**config.mk**
```make
export PLATFORM = sky130hd
export DESIGN_NAME = pobac_top
export DESIGN_NICKNAME = d
export VERILOG_FILES = /design/src/pobac_pkg.sv /design/src/pobac_apply.sv /design/src/pobac_top.sv
export SDC_FILE = /design/constraint.sdc
export NUM_CORES = 1
export LEC_CHECK = 0
export ABC_AREA = 1
export BUFFER_PORTS_ARGS = -buffer_cell sky130_fd_sc_hd__buf_2
export CAP_MARGIN = 20
export CORE_ASPECT_RATIO = 1.5
export CORE_MARGIN = 4
export CORE_UTILIZATION = 35
export DETAILED_ROUTE_END_ITERATION = 8
export PLACE_DENSITY = 0.61
export SETUP_SLACK_MARGIN = 0.1
export SYNTH_ARGS = -nofsm -noshare
export SYNTH_HDL_FRONTEND = slang
export SYNTH_SLANG_ARGS = --single-unit
export TNS_END_PERCENT = 1
```
**constraint.sdc**
```tcl
create_clock -name i_core_clk -period 3.3 [get_ports i_core_clk]
set_input_delay 0.495 -clock i_core_clk [delete_from_list [all_inputs] [get_ports i_core_clk]]
set_output_delay 0.495 -clock i_core_clk [all_outputs]
set_load 0.05 [all_outputs]
```
**src/pobac_pkg.sv**
```systemverilog
// Purpose: Constants for the second-output action control block.
// Assumes: Avalon-MM word addressing by byte address, 32-bit data.
// Notes: One action register per channel.
package pobac_pkg;
  localparam int NUM_CHAN = 3;
  localparam int ADDR_W = 8;
  localparam int DATA_W = 32;
  // Register byte offsets
  localparam logic [7:0] OFF_CHAN0_B_ACTION = 8'h64;
  localparam logic [7:0] OFF_CHAN1_B_ACTION = 8'hA4;
  localparam logic [7:0] OFF_CHAN2_B_ACTION = 8'hE4;
  localparam logic [7:0] OFF_MODE_CTRL = 8'hF0;
  localparam logic [7:0] OFF_OUT_STATUS = 8'hF4;
  // Field positions (low bit)
  localparam int FLD_ZERO = 0;
  localparam int FLD_LOAD = 2;
  localparam int FLD_CMPA_UP = 4;
  localparam int FLD_CMPA_DN = 6;
  localparam int FLD_CMPB_UP = 8;
  localparam int FLD_CMPB_DN = 10;
  localparam int ACTION_BITS = 12;
  localparam logic [11:0] ACTION_RESET = 12'h000;
  localparam logic [NUM_CHAN-1:0] MODE_RESET = 3'h0;
  // Action encodings
  localparam logic [1:0] ACT_NONE = 2'h0;
  localparam logic [1:0] ACT_TOGGLE = 2'h1;
  localparam logic [1:0] ACT_LOW = 2'h2;
  localparam logic [1:0] ACT_HIGH = 2'h3;
endpackage

```
**src/pobac_apply.sv**
```systemverilog
// Purpose: Applies one channel's event actions to its second output.
// Assumes: Event inputs are one-cycle pulses.
// Notes: Purely combinational.
`timescale 1ns/1ns
module pobac_apply (
  input wire logic [pobac_pkg::ACTION_BITS-1:0] i_action,
  input wire logic i_updown_mode,
  input wire logic i_zero,
  input wire logic i_load,
  input wire logic i_cmp_a,
  input wire logic i_cmp_b,
  input wire logic i_count_up,
  input wire logic i_cur,
  output logic o_next
);
  import pobac_pkg::*;

  function automatic logic do_action(input logic [1:0] act, input logic cur);
    case (act)
      ACT_TOGGLE: do_action = ~cur;
      ACT_LOW: do_action = 1'b0;
      ACT_HIGH: do_action = 1'b1;
      default: do_action = cur;
    endcase
  endfunction

  logic up_ok;
  logic [1:0] act_sel;

  always_comb begin
    // Up-count matches only exist in up/down mode
    up_ok = i_updown_mode & i_count_up; // see RULE2 see RULE8
    act_sel = ACT_NONE;
    if (i_zero | i_load) begin // see RULE4
      act_sel = i_zero ? i_action[FLD_ZERO +: 2] : i_action[FLD_LOAD +: 2];
    end else if (i_cmp_b) begin // see RULE5
      if (up_ok) begin
        act_sel = i_action[FLD_CMPB_UP +: 2];
      end else if (!i_count_up) begin
        act_sel = i_action[FLD_CMPB_DN +: 2]; // see RULE6
      end
    end else if (i_cmp_a) begin
      if (up_ok) begin
        act_sel = i_action[FLD_CMPA_UP +: 2];
      end else if (!i_count_up) begin
        act_sel = i_action[FLD_CMPA_DN +: 2];
      end
    end
    o_next = do_action(act_sel, i_cur); // see RULE7 see RULE1
  end
endmodule

```
**src/pobac_top.sv**
```systemverilog
// Purpose: Second-output action control for three generator channels.
// Assumes: Event pulses are synchronous to i_core_clk.
// Notes: Registers on Avalon-MM, one wait state on every access.
`timescale 1ns/1ns
// Notes on behaviour
// RULE1 - Output driven by zero, load, cmpA, cmpB
// RULE2 - Down mode four events; up/down six
// RULE3 - One action register per channel
// RULE4 - Zero/load beats compare on coincidence
// RULE5 - Compare B beats compare A
// RULE6 - Bits 11:10 compare B down; rest zero
// RULE7 - Codes: keep, toggle, low, high
// RULE8 - Up-count actions only in up/down mode
// RULE9 - Field layout, read/write, reset zero
module pobac_top (
  input wire logic i_core_clk,
  input wire logic i_reset,
  input wire logic [pobac_pkg::ADDR_W-1:0] i_avs_address,
  input wire logic i_avs_read,
  input wire logic i_avs_write,
  input wire logic [pobac_pkg::DATA_W-1:0] i_avs_writedata,
  input wire logic [3:0] i_avs_byteenable,
  output logic [pobac_pkg::DATA_W-1:0] o_avs_readdata,
  output logic o_avs_waitrequest,
  input wire logic [pobac_pkg::NUM_CHAN-1:0] i_zero_event,
  input wire logic [pobac_pkg::NUM_CHAN-1:0] i_load_event,
  input wire logic [pobac_pkg::NUM_CHAN-1:0] i_cmp_a_event,
  input wire logic [pobac_pkg::NUM_CHAN-1:0] i_cmp_b_event,
  input wire logic [pobac_pkg::NUM_CHAN-1:0] i_count_up,
  output logic [pobac_pkg::NUM_CHAN-1:0] o_channel_second_output
);
  import pobac_pkg::*;

  // Bus handshake phase, one-hot
  typedef enum logic [1:0] {
    PHASE_IDLE = 2'b01,
    PHASE_ANSWER = 2'b10
  } pobac_phase_t;

  typedef struct packed {
    logic [NUM_CHAN-1:0][ACTION_BITS-1:0] action;
    logic [NUM_CHAN-1:0] updown_mode;
    logic [NUM_CHAN-1:0] outp;
    pobac_phase_t phase;
    logic [DATA_W-1:0] rdata;
  } pobac_state_t;

  pobac_state_t state_reg;
  pobac_state_t state_next;
  logic [NUM_CHAN-1:0] out_next;
  logic req;
  logic [NUM_CHAN-1:0] chan_hit;
  logic [NUM_CHAN-1:0] chan_wr;
  logic mode_hit;
  logic status_hit;
  logic wr_take;
  logic rd_take;
  logic [DATA_W-1:0] rd_mux;

  function automatic logic [7:0] chan_offset(input int c);
    case (c)
      0: chan_offset = OFF_CHAN0_B_ACTION;
      1: chan_offset = OFF_CHAN1_B_ACTION;
      default: chan_offset = OFF_CHAN2_B_ACTION;
    endcase
  endfunction

  // One-hot channel select from a byte address
  function automatic logic [NUM_CHAN-1:0] chan_decode(
    input logic [ADDR_W-1:0] addr
  );
    chan_decode = '0;
    for (int c = 0; c < NUM_CHAN; c++) begin
      if (addr == chan_offset(c)) begin
        chan_decode[c] = 1'b1;
      end
    end
  endfunction

  // Lane merge; lanes 2 and 3 have no storage
  function automatic logic [ACTION_BITS-1:0] lane_merge(
    input logic [ACTION_BITS-1:0] old_val,
    input logic [DATA_W-1:0] wdata,
    input logic [3:0] be
  );
    lane_merge = old_val;
    if (be[0]) begin
      lane_merge[7:0] = wdata[7:0]; // see RULE9
    end
    if (be[1]) begin
      lane_merge[ACTION_BITS-1:8] = wdata[ACTION_BITS-1:8]; // see RULE6
    end
  endfunction

  // Zero-extends a per-channel bit image
  function automatic logic [DATA_W-1:0] widen_chan(
    input logic [NUM_CHAN-1:0] v
  );
    widen_chan = {{(DATA_W-NUM_CHAN){1'b0}}, v};
  endfunction

  // Read image; unmapped addresses read zero
  function automatic logic [DATA_W-1:0] read_image(
    input logic [NUM_CHAN-1:0] hit,
    input logic mode_sel,
    input logic status_sel,
    input pobac_state_t s
  );
    read_image = '0;
    // Reserved upper bits always zero
    for (int c = 0; c < NUM_CHAN; c++) begin
      if (hit[c]) begin
        read_image = {{(DATA_W-ACTION_BITS){1'b0}}, s.action[c]};
      end
    end
    if (mode_sel) begin
      read_image = widen_chan(s.updown_mode);
    end
    if (status_sel) begin
      read_image = widen_chan(s.outp);
    end
  endfunction

  // State after reset: all fields zero, bus idle
  function automatic pobac_state_t reset_image();
    pobac_state_t s;
    s = '0;
    for (int c = 0; c < NUM_CHAN; c++) begin
      s.action[c] = ACTION_RESET; // see RULE9
    end
    s.updown_mode = MODE_RESET;
    s.outp = '0;
    s.phase = PHASE_IDLE;
    s.rdata = '0;
    return s;
  endfunction

  ////////////////////////////////////////////////////////////////////////////
  // Per-channel action logic
  genvar g;
  generate
    for (g = 0; g < NUM_CHAN; g++) begin : g_chan
      pobac_apply u_apply (
        .i_action(state_reg.action[g]), // see RULE3
        .i_updown_mode(state_reg.updown_mode[g]),
        .i_zero(i_zero_event[g]),
        .i_load(i_load_event[g]),
        .i_cmp_a(i_cmp_a_event[g]),
        .i_cmp_b(i_cmp_b_event[g]),
        .i_count_up(i_count_up[g]),
        .i_cur(state_reg.outp[g]),
        .o_next(out_next[g])
      );
    end
  endgenerate

  ////////////////////////////////////////////////////////////////////////////
  // Address decode and bus qualifiers
  assign chan_hit = chan_decode(i_avs_address);
  assign mode_hit = (i_avs_address == OFF_MODE_CTRL);
  assign status_hit = (i_avs_address == OFF_OUT_STATUS);
  assign req = (i_avs_read | i_avs_write) &
    (state_reg.phase != PHASE_ANSWER);
  // Read data loads on the waited edge
  assign rd_take = req & i_avs_read;
  // Writes land on the edge where waitrequest is seen low
  assign wr_take = i_avs_write & (state_reg.phase == PHASE_ANSWER);

  // Per-channel write strobes
  generate
    for (g = 0; g < NUM_CHAN; g++) begin : g_wr
      assign chan_wr[g] = wr_take & chan_hit[g]; // see RULE3
    end
  endgenerate

  ////////////////////////////////////////////////////////////////////////////
  // Register file and state update
  always_comb begin
    state_next = state_reg;
    state_next.outp = out_next; // see RULE1
    // Handshake: one wait state, then a single answer cycle
    case (state_reg.phase)
      PHASE_IDLE: begin
        state_next.phase = req ? PHASE_ANSWER : PHASE_IDLE;
      end
      PHASE_ANSWER: begin
        state_next.phase = PHASE_IDLE;
      end
      default: begin
        state_next.phase = PHASE_IDLE;
      end
    endcase
    // Action fields, masked by byte lanes
    for (int c = 0; c < NUM_CHAN; c++) begin
      if (chan_wr[c]) begin
        state_next.action[c] = lane_merge(state_reg.action[c],
                                          i_avs_writedata,
                                          i_avs_byteenable);
      end
    end
    // Counting-mode bits, one per channel
    if (wr_take & mode_hit & i_avs_byteenable[0]) begin
      state_next.updown_mode = i_avs_writedata[NUM_CHAN-1:0]; // see RULE8
    end
    // Read data held until the next read
    if (rd_take) begin
      state_next.rdata = rd_mux;
    end
  end

  always_ff @(posedge i_core_clk) begin
    if (i_reset) begin
      state_reg <= reset_image(); // see RULE9
    end else begin
      state_reg <= state_next;
    end
  end

  ////////////////////////////////////////////////////////////////////////////
  // Outputs and read path
  assign rd_mux = read_image(chan_hit, mode_hit, status_hit, state_reg);
  // Combinational wait: high for a request not yet in its answer cycle
  assign o_avs_waitrequest = req;
  assign o_avs_readdata = state_reg.rdata;
  assign o_channel_second_output = state_reg.outp;
endmodule

```
==> flow_summary_export.csv, run 1 <==
group,metric,value,unit
status,status,"completed",
grt,antenna_found_initial,0,
timing,rsz0062_at_grt,"false",
timing,setup_tns,0,ns
critical_path,crit_type,"in -> reg",
logic_synthesis,ys_top_cells_by_count,"nand2_1 (87), dfxtp_1 (56), a21oi_1 (55)",
detailed_routing,vias,2965,
layout,post-route-util,40.2,%
logic_synthesis,yosysTopAreaCellShare,35.0,%
critical_path,cp.arrival,1.99,ns
cts,clock_sinks,56,
placed_design,gp_routability_congestion,0.872,
critical_path,end_kind,"flip-flop",
power,power,1.53,mW
cts,post_cts_resized,0,
logic_synthesis,synth.area.top_cells,"dfxtp_1 (35%), nand2_1 (10%), buf_4 (8.9%), a21oi_1 (8.6%), nand3_1 (7.5%)",
grt,grt_usage,15.9,%
layout,nets,566,
detailed_routing,vias_per_cell,4.83,
floorplanning,initial_utilization,36.0,%
timing,fmax,0.556,GHz
min_path,hold_path_depth,2,
floorplanning,die_width,86.1,um
placed_design,dp.final_hpwl,6690,um
logic_synthesis,synth-main-ff-cell,"dfxtp_1",
cts,cts_buffers,5,
power,power_per_cell_area,428,nW/um2
power,power.leakage,1.80,nW
timing,timing.final.crit_share,54.5,%
detailed_routing,ant_nets,0,
min_path,hold_end,"o_avs_readdata[11]",
grt,first_global_vias,2797,
placed_design,post-place-ws,1.19,ns
logic_synthesis,netlist.top_cell.by_area,"dfxtp_1",
logic_synthesis,synth-async-reset-ratio,0,%
floorplanning,dieArea,10800,um2
grt,grt_overflow_total,0,
logic_synthesis,syn_area,3200,um2
cts,cts-root-buf,"clkbuf_16",
cts,cts_tree,"done",
logic_synthesis,yosys_register_bits,56,
logic_synthesis,synth_edf_count,0,
layout,drive_gt1_share,18.7,%
critical_path,worstSetupStartpointType,"input port",
cts,clkLatencyLatePin,0.29,ns
floorplanning,num_rows,42,
power,ir_worst_vdd,0.256,mV
timing,slew_headroom,63.7,%
layout,largest_reg_flops,41,
cts,hold_buffers,0,
timing,drv_slew,0,
detailed_routing,drtIter0Drc,218,
detailed_routing,drt-total-wl,8540,um
critical_path,worstReg2RegEnd,"state_reg[49]",
critical_path,ff2ff_path_depth,8,
layout,area_growth_syn_to_layout,11.4,%
critical_path,required,3.49,ns
timing,fin_crit,1.80,ns
cts,clock_path_buffers,2,
timing,setup-violations-final,0,
layout,seq_area,1120,um2
layout,n_antenna_cell,0,
critical_path,crit_fanout,21,
critical_path,regToRegSetupSlack,1.92,ns
timing,worst_slack,1.50,ns
cts,path_clk_slew,0.07,ns
logic_synthesis,syn_area_per_cell,6.85,um2
timing,fin_worst_skew,0.00952,ns
floorplanning,fp.dieH,125,um
logic_synthesis,synth_cell_types,25,
detailed_routing,dr.pass1.iters,4,
cts,htreeDepth,2,
logic_synthesis,ys_seq_area_share,35.0,%
logic_synthesis,syn_inst,467,
detailed_routing,post_drt_wl_per_cell,13.9,um
logic_synthesis,yosysMostFrequentCell,"nand2_1",
detailed_routing,drc,0,
cts,cts_setup_buffers,0,
layout,fill_cells,970,
grt,grt_max_degree,45,
floorplanning,core_area,8880,um2
timing,worst_pin_slew,0.544,ns
logic_synthesis,yosys_warnings,0,
placed_design,numPortBuffers,56,
layout,multiInputGateArea,1620,um2
floorplanning,io-pin-count,99,
min_path,hp-start,"o_avs_readdata[11]",
min_path,hold_class,"reg -> reg",
run,cap_violations,0,
timing,hold_viol_final,0,
critical_path,reg2reg_from,"state_reg[32]",
grt,grt_pass1_wl,13600,um
## cell type report
class	instances	area share [%]
repair buffers	60	9.26
clock buffers	7	4.28
flip-flops and latches	56	31.4
multi-input cells	333	45.4
clock inverters	1	0.842
inverters	47	4.95
well taps	110	3.86
## how the worst max path moves through the flow
stage,startpoint,to,slack (ns),cells after the start
floorplan,i_avs_address[0],state_reg[57],1.87,9
global placement,i_avs_address[0],state_reg[40],1.22,9
detailed placement,i_avs_address[0],state_reg[47],1.19,9
CTS,i_avs_address[0],state_reg[47],1.49,9
global route,i_avs_address[3],state_reg[50],1.37,10
finish,i_avs_address[0],state_reg[49],1.50,10
## cells by family after synthesis
group,Yosys count,synth area share (%)
AOI/OAI and AO/OA,109,17.4
other,1,0.117
and+or+nand+nor,204,30.8
buffers and inverters,97,16.7
DFF,56,35.0
## power by group
| part | leakage, nW | switching, mW | total (mW) | internal (mW) |
|---|---|---|---|---|
| Combinational | 1.26 | 0.151 | 0.199 | 0.0486 |
| Sequential | 0.452 | 0.00358 | 0.686 | 0.682 |
| Clock | 0.0901 | 0.242 | 0.642 | 0.400 |
| Total | 1.80 | 0.396 | 1.53 | 1.13 |
## placed cells by master, fill, tap and decap left out, drive strengths merged
master	Yosys	routed
buf	44	60
o21ai	50	50
inv	47	47
dfxtp	56	56
nand3	48	48
nand2	94	94
or2	3	3
nor3	5	5
a21oi	57	57
a21boi	1	1
bufinv	0	1
clkbuf	6	7
nand4	2	2
nor2	52	52
conb	1	20
o21a	1	1
## layer usage
layer | wire, um | track usage [%]
met1 | 3370 | 17.5
met2 | 4440 | 29.4
met3 | 535 | 3.09
met4 | 204 | 5.78
met5 | 0 | 0
## per-stage QoR
step,hold WS (ns),std cells,instance area [um2]
6_report,0.461,614,3570
5_1_grt,0.482,614,3570
4_1_cts,0.464,613,3540
3_5_place_dp,0.454,605,3360
3_3_place_gp,0.456,605,3360
2_1_floorplan,0.445,486,3270
## worst max-delay path, cell delays in order
cell     delay [ns]
buf_2          0.09
inv_1          0.04
nand2_1        0.09
nor2_4         0.44
buf_4          0.27
nand2_4        0.09
nor2_2         0.20
inv_1          0.10
nor2_1         0.10
nor2_1         0.05
(Power assumes the default switching activity.)
==> run 2: changes to the inputs <==
--- a/config.mk
+++ b/config.mk
@@ -12,7 +12,7 @@
 export CORE_MARGIN = 4
 export CORE_UTILIZATION = 35
 export DETAILED_ROUTE_END_ITERATION = 8
-export PLACE_DENSITY = 0.61
+export PLACE_DENSITY = 0.63
 export SETUP_SLACK_MARGIN = 0.1
 export SYNTH_ARGS = -nofsm -noshare
 export SYNTH_HDL_FRONTEND = slang
==> constraint.sdc (replaced) <==
create_clock -name i_core_clk -period 1.6 [get_ports i_core_clk]
set_input_delay 0.24 -clock i_core_clk [delete_from_list [all_inputs] [get_ports i_core_clk]]
set_output_delay 0.24 -clock i_core_clk [all_outputs]
set_load 0.05 [all_outputs]
==> flow_summary_export.csv, run 2 (synthesis gave the netlist of run 1 again) <==
group,metric,value,unit
status,status,"completed",
grt,grt_pass1_wl,13800,um
timing,worst_slack,0.236,ns
cts,cts_setup_buffers,0,
timing,setup_tns,0,ns
timing,fmax,0.733,GHz
cts,htreeDepth,2,
detailed_routing,ant_nets,0,
power,power_per_cell_area,818,nW/um2
power,ir_worst_vdd,0.393,mV
floorplanning,fp.dieH,125,um
floorplanning,initial_utilization,36.0,%
power,power,2.94,mW
placed_design,gp_routability_congestion,0.916,
layout,post-route-util,40.4,%
critical_path,cp.arrival,1.12,ns
placed_design,numPortBuffers,56,
floorplanning,die_width,86.1,um
layout,drive_gt1_share,19.8,%
detailed_routing,drt-total-wl,8510,um
detailed_routing,top_layer,"met4",
critical_path,worstSetupStartpointType,"flip-flop",
detailed_routing,post_drt_wl_per_cell,13.7,um
grt,grt_usage,15.9,%
power,power.leakage,1.82,nW
cts,cts_tree,"done",
grt,grt_max_degree,45,
detailed_routing,drtIter0Drc,239,
timing,setup-violations-final,0,
layout,mostFrequentLayoutCells,"nand2_1 (86), buf_2 (56), dfxtp_1 (56)",
grt,antenna_found_initial,0,
grt,first_global_vias,2836,
cts,path_clk_slew,0.07,ns
cts,clkLatencyLatePin,0.29,ns
grt,grt_overflow_total,0,
detailed_routing,drc,0,
critical_path,required,1.36,ns
timing,fin_crit,1.36,ns
cts,clock_sinks,56,
layout,area_growth_syn_to_layout,12.2,%
layout,largest_reg_flops,41,
detailed_routing,dr.pass1.iters,5,
layout,layout_commonest_cell,"nand2_1",
floorplanning,io-pin-count,99,
floorplanning,num_rows,42,
detailed_routing,routed-wl-met3,471,um
cts,post_cts_resized,0,
detailed_routing,m1WireLength,3360,um
layout,nets,571,
detailed_routing,vias_per_cell,4.84,
cts,cts_buffers,5,
critical_path,crit_fanout,4,
critical_path,crit_type,"reg -> out",
timing,rsz0062_at_grt,"true",
timing,fin_worst_skew,0.00917,ns
placed_design,dp.final_hpwl,6810,um
min_path,hold_class,"in -> reg",
detailed_routing,vias,2994,
placed_design,post-place-ws,0.105,ns
cts,cts-root-buf,"clkbuf_16",
timing,hold_viol_final,0,
timing,timing.final.crit_share,85.3,%
layout,n_antenna_cell,0,
layout,fill_cells,956,
cts,hold_buffers,0,
critical_path,end_kind,"primary output",
floorplanning,dieArea,10800,um2
detailed_routing,met2_length,4400,um
floorplanning,core_area,8880,um2
cts,clock_path_buffers,2,
run,cap_violations,0,
timing,drv_slew,0,
run 2: area by class of cell:
cell class | count | area, um2 | share of cell area, %
well taps | 110 | 138 | 3.83
multi-input cells | 333 | 1630 | 45.5
flip-flops and latches | 56 | 1120 | 31.2
clock buffers | 6 | 139 | 3.87
clock inverters | 2 | 10.0 | 0.279
inverters | 47 | 176 | 4.91
repair buffers | 65 | 373 | 10.4
run 2: routing by layer:
metal	GRT usage [%]	vias to the layer above
met5	0	-
met4	6.99	0
met3	1.97	17
met2	28.7	91
met1	18.2	1341
li1	-	1545
run 2: worst paths after layout:
check / depth (start not counted) / end / from / slack (ns)
worst max-delay path: 4 / o_avs_waitrequest / state_reg[32] / 0.24
worst min-delay path: 3 / state_reg[32] / i_reset / 0.21
worst max register to register: 6 / o_avs_readdata[2] / state_reg[32] / 0.25
worst min register to register: 2 / o_avs_readdata[4] / o_avs_readdata[4] / 0.46
run 2: worst max-delay path, cell delays in order, from the launching register on:
cell and delay (ns):
dfxtp_1 0.31, inv_1 0.06, nand2_1 0.07, o21a_1 0.13
buf_2 0.26
run 2: power breakdown:
| part | total (mW) | switching, mW | leakage, nW | internal, mW |
|---|---|---|---|---|
| Combinational | 0.418 | 0.311 | 1.29 | 0.106 |
| Sequential | 1.42 | 0.00752 | 0.452 | 1.41 |
| Clock | 1.10 | 0.487 | 0.0766 | 0.618 |
run 2: stage by stage:
step	hold slack (ns)	instances	cell area, um2
floorplan	0.364	486	3270
global placement	0.454	611	3430
detailed placement	0.453	611	3430
CTS	0.221	619	3570
global route	0.240	619	3590
finish	0.213	619	3590
